**src/vmg_regs.vh**
```
/*
 * Register offsets, field positions, reset values and timing constants for
 * the code-input monitor and pin control block.
 * Assumes it is included by bare name from the block's design files.
 */
`ifndef VMG_REGS_VH
`define VMG_REGS_VH

// ****************************************************************
// Register offsets
// ****************************************************************
`define VMG_ADDR_STATUS2 8'h42
`define VMG_ADDR_VIDPIN 8'h43
`define VMG_ADDR_MASK2 8'h75
`define VMG_ADDR_CONFIG5 8'h7c

// ****************************************************************
// Field positions
// ****************************************************************
`define VMG_BIT_FLAG 0
`define VMG_BIT_SIXTH 5
`define VMG_BIT_THRESH 6
`define VMG_BIT_DUALSEL 7
`define VMG_BIT_MASK_CHG 0
`define VMG_BIT_GP_EN 4
`define VMG_BIT_G6_DIR 2
`define VMG_BIT_G6_LVL 3

// ****************************************************************
// Reset values
// ****************************************************************
`define VMG_RST_VIDPIN 8'h00
`define VMG_RST_MASK2 8'h00
`define VMG_RST_CONFIG5 8'h00

// ****************************************************************
// Timing: change-detect interval
// ****************************************************************
`define VMG_CHANGE_NS 11000
`define VMG_CLK_NS 20

`endif

```
**src/vmg_top.v**
```verilog
/*
 * Code-input monitor with dual-use pin, change detect, alert and
 * general-purpose output mode, reached over a simple register port.
 * Assumes the serial-bus front end turns transactions into one-cycle
 * rd/wr strobes on ref_clk, and that the supply comparator output is
 * already synchronous to ref_clk.
 */
// How it works
// - Bit 6 selects low or high input threshold
// - Select clear: supply input, bit 5 reads 0
// - Select set: sixth code input, bit 5 live
// - Supply mode: status bit 0 reports over-limit
// - Sixth-input mode: status bit 0 reports changes
// - Flag when code differs from 11 us earlier
// - Change raises alert unless mask bit 0 set
// - Config bit 4 turns code pins into outputs
// - Code bit writes set output pin polarity
// - Config bits 3:2 steer independent pin
// - Pins 0-4 and 6, index 5 is the dual pin in sixth-input mode
// - Low bits read live code input levels
`timescale 1ns/10ps
`default_nettype none
`include "vmg_regs.vh"

module vmg_top #(
    parameter CODE_W = 5
) (
    // Clock and reset
    input wire ref_clk,
    input wire arst_n,
    // Register port
    input wire [7:0] reg_addr,
    input wire [7:0] reg_wdata,
    input wire reg_wr,
    input wire reg_rd,
    output reg [7:0] reg_rdata,
    // Dedicated code pins
    input wire [CODE_W-1:0] code_in,
    output reg [CODE_W-1:0] code_out,
    output reg [CODE_W-1:0] code_oe,
    // Dual-use pin, digital side
    input wire dual_pin_in,
    output reg dual_pin_out,
    output reg dual_pin_oe,
    // Independent general pin
    input wire independent_general_pin_in,
    output reg independent_general_pin_out,
    output reg independent_general_pin_oe,
    // Analog hooks
    input wire supply_over_limit,
    output reg input_threshold_select,
    output reg supply_measure_en,
    // Alert, active low
    output reg alert_n
);

    // ****************************************************************
    // Timing
    // ****************************************************************
    // Worked out as an integer, then cut to the 16-bit counter on purpose
    localparam integer CHANGE_CYC_I = `VMG_CHANGE_NS / `VMG_CLK_NS;
    localparam [15:0] CHANGE_CYC = CHANGE_CYC_I[15:0];

    // ****************************************************************
    // Storage
    // ****************************************************************
    reg [7:0] vid_pin_ctrl;
    reg [7:0] int_mask2;
    reg [7:0] config5;
    reg flag;
    reg [15:0] tick_cnt;
    reg [CODE_W:0] code_snap;
    wire [CODE_W-1:0] code_sync;
    wire dual_sync;
    wire g6_sync;
    wire sixth_mode;
    wire gp_mode;
    wire [CODE_W:0] code_now;
    wire changed;
    wire flag_set;
    wire flag_clr;
    reg [7:0] next_rdata;

    assign sixth_mode = vid_pin_ctrl[`VMG_BIT_DUALSEL];
    assign gp_mode = config5[`VMG_BIT_GP_EN];

    // Pins come from outside the clock domain
    vmg_sync #(
        .WIDTH(CODE_W + 2)
    ) u_sync (
        .ref_clk(ref_clk),
        .arst_n(arst_n),
        .async_in({independent_general_pin_in, dual_pin_in, code_in}),
        .sync_out({g6_sync, dual_sync, code_sync})
    );

    // Sixth bit only joins the code in sixth-input mode
    assign code_now = {dual_sync & sixth_mode, code_sync};

    // ****************************************************************
    // Change detect
    // ****************************************************************
    // Snapshot once per interval; any mismatch with the last one flags
    // a change. A glitch shorter than the interval that returns before
    // the next snapshot is missed, which matches the documented window.
    always @(posedge ref_clk or negedge arst_n) begin
        if (!arst_n) begin
            tick_cnt <= 16'h0000;
            code_snap <= {(CODE_W + 1){1'b0}};
        end else if (tick_cnt == CHANGE_CYC - 16'h0001) begin
            tick_cnt <= 16'h0000;
            code_snap <= code_now;
        end else begin
            tick_cnt <= tick_cnt + 16'h0001;
        end
    end

    assign changed = (tick_cnt == CHANGE_CYC - 16'h0001)
        && (code_now != code_snap);

    // Status bit 0 source depends on pin function
    assign flag_set = sixth_mode ? changed : supply_over_limit;
    assign flag_clr = reg_rd && (reg_addr == `VMG_ADDR_STATUS2);

    // Sticky flag; a new event in the reading cycle survives the clear
    always @(posedge ref_clk or negedge arst_n) begin
        if (!arst_n) begin
            flag <= 1'b0;
        end else if (flag_set) begin
            flag <= 1'b1;
        end else if (flag_clr) begin
            flag <= 1'b0;
        end
    end

    // ****************************************************************
    // Register writes
    // ****************************************************************
    always @(posedge ref_clk or negedge arst_n) begin
        if (!arst_n) begin
            vid_pin_ctrl <= `VMG_RST_VIDPIN;
            int_mask2 <= `VMG_RST_MASK2;
            config5 <= `VMG_RST_CONFIG5;
        end else if (reg_wr) begin
            case (reg_addr)
                `VMG_ADDR_VIDPIN: begin
                    vid_pin_ctrl <= reg_wdata;
                end
                `VMG_ADDR_MASK2: begin
                    int_mask2 <= reg_wdata;
                end
                `VMG_ADDR_CONFIG5: begin
                    config5 <= reg_wdata;
                end
                default: begin
                    vid_pin_ctrl <= vid_pin_ctrl;
                end
            endcase
        end
    end

    // ****************************************************************
    // Register reads
    // ****************************************************************
    // Code bits always show live pin levels, even when driven
    always @* begin
        next_rdata = 8'h00;
        case (reg_addr)
            `VMG_ADDR_STATUS2: begin
                next_rdata[`VMG_BIT_FLAG] = flag;
            end
            `VMG_ADDR_VIDPIN: begin
                next_rdata[CODE_W-1:0] = code_sync;
                next_rdata[`VMG_BIT_SIXTH] = code_now[CODE_W];
                next_rdata[`VMG_BIT_THRESH] = vid_pin_ctrl[`VMG_BIT_THRESH];
                next_rdata[`VMG_BIT_DUALSEL] = sixth_mode;
            end
            `VMG_ADDR_MASK2: begin
                next_rdata = int_mask2;
            end
            `VMG_ADDR_CONFIG5: begin
                next_rdata = config5;
                // An undriven independent pin reports its own level
                if (!config5[`VMG_BIT_G6_DIR]) begin
                    next_rdata[`VMG_BIT_G6_LVL] = g6_sync;
                end
            end
            default: begin
                next_rdata = 8'h00;
            end
        endcase
    end

    always @(posedge ref_clk or negedge arst_n) begin
        if (!arst_n) begin
            reg_rdata <= 8'h00;
        end else if (reg_rd) begin
            reg_rdata <= next_rdata;
        end
    end

    // ****************************************************************
    // Pins and alert
    // ****************************************************************
    // Only pins acting as code inputs become outputs; index 5 has no
    // general pin of its own, so the dual pin is driven only in
    // sixth-input mode.
    always @(posedge ref_clk or negedge arst_n) begin
        if (!arst_n) begin
            code_out <= {CODE_W{1'b0}};
            code_oe <= {CODE_W{1'b0}};
            dual_pin_out <= 1'b0;
            dual_pin_oe <= 1'b0;
            independent_general_pin_out <= 1'b0;
            independent_general_pin_oe <= 1'b0;
            input_threshold_select <= 1'b0;
            supply_measure_en <= 1'b1;
            alert_n <= 1'b1;
        end else begin
            code_out <= vid_pin_ctrl[CODE_W-1:0];
            code_oe <= {CODE_W{gp_mode}};
            dual_pin_out <= vid_pin_ctrl[`VMG_BIT_SIXTH];
            dual_pin_oe <= gp_mode & sixth_mode;
            independent_general_pin_out <=
                config5[`VMG_BIT_G6_LVL];
            independent_general_pin_oe <=
                config5[`VMG_BIT_G6_DIR];
            input_threshold_select <=
                vid_pin_ctrl[`VMG_BIT_THRESH];
            supply_measure_en <= ~sixth_mode;
            alert_n <= ~(flag & sixth_mode
                & ~int_mask2[`VMG_BIT_MASK_CHG]);
        end
    end

endmodule

`default_nettype wire

```
**src/vmg_sync.v**
```verilog
/*
 * Two-flop synchroniser for a bus of independent levels.
 * Assumes each bit is a slow level; no bus coherence is promised.
 */
`timescale 1ns/10ps
`default_nettype none

module vmg_sync #(
    parameter WIDTH = 1
) (
    // Clock and reset
    input wire ref_clk,
    input wire arst_n,
    // Data
    input wire [WIDTH-1:0] async_in,
    output reg [WIDTH-1:0] sync_out
);

    reg [WIDTH-1:0] meta;

    // First stage feeds only the second stage
    always @(posedge ref_clk or negedge arst_n) begin
        if (!arst_n) begin
            meta <= {WIDTH{1'b0}};
            sync_out <= {WIDTH{1'b0}};
        end else begin
            meta <= async_in;
            sync_out <= meta;
        end
    end

endmodule

`default_nettype wire

```
**config.mk**
```make
export PLATFORM = sky130hd
export DESIGN_NAME = vmg_top
export DESIGN_NICKNAME = d
export VERILOG_FILES = /design/src/vmg_top.v /design/src/vmg_sync.v
export VERILOG_INCLUDE_DIRS = /design/src
export SDC_FILE = /design/constraint.sdc
export NUM_CORES = 1
export LEC_CHECK = 0
export BUFFER_PORTS_ARGS = -buffer_cell sky130_fd_sc_hd__buf_2
export CAP_MARGIN = 20
export CORE_MARGIN = 2
export CORE_UTILIZATION = 44
export CTS_CLUSTER_SIZE = 28
export DETAILED_ROUTE_END_ITERATION = 12
export PLACE_DENSITY_LB_ADDON = 0.25
export SLEW_MARGIN = 20
export SYNTH_ARGS = -nofsm -noshare
export SYNTH_HDL_FRONTEND = slang
export SYNTH_SLANG_ARGS = --single-unit
```
**constraint.sdc**
```tcl
create_clock -name ref_clk -period 2.43 [get_ports ref_clk]
set_clock_uncertainty 0.05 [all_clocks]
set_input_delay 0 -clock ref_clk [delete_from_list [all_inputs] [get_ports ref_clk]]
set_output_delay 0 -clock ref_clk [all_outputs]
set_load 0.02 [all_outputs]
```
==> reports/results.ini <==
[timing]
report.final.slew_viol_count = 0
fin_crit_ns = 1.83
max_freq_ghz = 0.547
tightest_slew_ns = 0.704
final-hold-violation-count = 0
setup_viol = 0
max_slew_margin_pct = 53.1
finalCritPeriodShare_pct = 75.3
setup_tns_ns = 0
rsz0062_at_grt = false

[finish]
diodes = 0
final_layout_size_suffix_gt1_share_pct = 30.1
final_cell_mix = 80 x dfrtp_1, 51 x buf_2, 29 x nand2_1, 18 x dlygate4sd3_1, 15 x mux2_4
nNetsFinal = 354
utilization_pct = 55.6
area_growth_pct = 21.2
nFillCells = 652
final_common_cell = dfrtp_1

[logic_synthesis]
yosysWarnings = 0
syn_area_um2 = 3350
synthFlopType = dfrtp_1
synth_cell_types = 43
yosysTopAreaCell = dfrtp_1
synth_edf_count = 0
synthArstFlopShare_pct = 100
synth.area.top_cells = dfrtp_1 60%, mux2_4 6.7%, nand2_1 3.3%
syn_nets = 282
synth.top_cell.area_share_pct = 59.8
avgSynthCellArea_um2 = 13.3
ys_seq_area_share_pct = 61.4
synthCells = 252
ys_ff_latch = 82

[drt]
routed_wl_mm = 6.26
drt_iter0_drc = 124
viasPerCell = 5.00
vias = 2142
wire_per_inst_um = 14.6
drtAntennaViolNets = 0
drc_errors = 0
first_pass_iters = 4

[clock_tree]
cts_setup_buffers = 0
clock_tree.root_cell = clkbuf_8
cts_resized = 0
holdBufCountCts = 18
cts_made_buffers = 9
clk_latency_ns = 0.35
path_clk_slew_ns = 0.08
cts_max_level = 3
cts_tree = yes
cts_sinks = 82
max-clock-path-buffers = 2

[flow_run]
drv.max_cap_violation_count = 0

[floorplanning]
num_io_pins = 53
core_um2 = 7290
die_w_um = 91.2
die_h_um = 91.2
start_util_pct = 45.9
std_cell_rows = 31
dieArea_um2 = 8320

[grt]
grt_max_degree = 83
grt_pass1_vias = 2133
grt_pass1_wl_mm = 10.7
antenna_found_initial = 0
grt_use_total_pct = 16.6
gr-total-overflow = 0

[critical_path]
cp_max_fo = 12
cp-end-kind = flip-flop
cp.arrival_ns = 2.06
crit_path_start_kind = flip-flop
rr_worst_depth = 6
path_class = reg2reg
worstPathRequired_ns = 2.66

[place]
hpwl_mm = 4.40
port_buffers = 52
gp_congestion = 0.833

[worst_hold_path]
hold_path.class = in2reg
holdPathStages = 3

[pwr]
power.leakage_uw = 0.00200
power_uw = 2680
power.density_nw_per_um2 = 661
ir_drop_mv = 0.372

[run_status]
status = completed

[cell families (layout without fill, tap and decap cells)]
kind of cell | Yosys count | count (layout) | share of synthesized area (%)
buffers and inverters | 16 | 93 | 3.37
AND/OR/NAND/NOR | 78 | 78 | 12.7
multiplexers | 24 | 24 | 9.76
XOR/XNOR | 20 | 20 | 5.24
flip-flops | 82 | 82 | 61.4
adder cells (fa/ha/maj) | 2 | 2 | 0.748
AO/OA/AOI/OAI | 30 | 30 | 6.77
[worst paths after layout]
path | slack [ns] | startpoint | end
setup / recovery | 0.60 | tick_cnt[1]$_DFF_PN0_ | flag$_DFFE_PN0P_
min in group asynchronous | 0.20 | arst_n | tick_cnt[8]$_DFF_PN0_
hold reg to reg | 0.29 | u_sync.meta[4]$_DFF_PN0_ | u_sync.sync_out[4]$_DFF_PN0_
max in group asynchronous | 1.65 | arst_n | config5[7]$_DFFE_PN0P_
setup reg to reg | 0.60 | tick_cnt[1]$_DFF_PN0_ | flag$_DFFE_PN0P_
hold / removal | 0.04 | reg_addr[3] | reg_rdata[0]$_DFFE_PN0P_
[metal layers]
metal  wire, um  GRT usage (%)  up-vias
li1           -              -     1025
met1       2950           23.0     1050
met2       2890           24.9       59
met3        312           3.73        8
met4        114           7.58        0
met5          0              0        -
[cell type report]
type	instances	area, um^2	share of cell area, %
Clock inverter	5	77.6	1.91
Clock buffer	11	141	3.49
Multi-Input combinational cell	154	1180	29.1
Inverter	5	18.8	0.463
Tap cell	99	124	3.05
Sequential cell	82	2050	50.6
Timing Repair Buffer	72	462	11.4
[per-stage QoR]
stage	instance area, um^2	hold WS (ns)	setup slack (ns)	instances
2_1_floorplan	3350	-0.346	0.914	252
3_3_place_gp	3650	0.0582	0.667	394
3_5_place_dp	3650	0.0597	0.599	394
4_1_cts	4050	0.0306	0.579	428
5_1_grt	4060	0.0358	0.409	428
6_report	4060	0.0384	0.601	428
[critical path, cell delays in order, from the launching register on]
cell      delay, ns
dfrtp_1        0.42
inv_1          0.07
ha_1           0.12
nor4bb_1       0.31
and4_1         0.51
o41ai_1        0.15
o21ai_1        0.13
[where the power goes]
part / total [uW] / internal, uW / leakage, uW / switching (uW)
logic: 174 / 81.8 / 0.000818 / 92.1
registers: 1440 / 1410 / 0.00108 / 26.5
clock network: 1070 / 603 / 0.000109 / 465
[flip-flops by register name, summed over array words and instances, names as in the netlist, 5 cells and up]
register / flops
u_sync.sync_out: 7
u_sync.meta: 7
tick_cnt: 16
reg_rdata: 8
int_mask2: 8
config5: 8
code_out: 5
code_snap: 6
vid_pin_ctrl: 8
[cell usage after synthesis, types with 2 or more instances]
cell	instances
and4b_1	2
nand3_1	10
nand2_1	29
and4_1	2
dfstp_2	2
nor4b_1	2
xor2_1	10
dfrtp_1	80
o21ai_0	3
nor2b_1	2
nor3_1	3
xnor2_1	10
a22o_1	5
ha_1	2
mux2_4	15
o21ai_1	2
and2_1	3
o2bb2ai_1	4
a22oi_1	7
buf_6	2
mux2_2	9
buf_4	5
and3_4	2
nor2_1	10
o221ai_1	2
inv_1	5
buf_2	2
and3_1	6
nand4_1	2
Note: power is estimated with default switching activity, not from simulation.
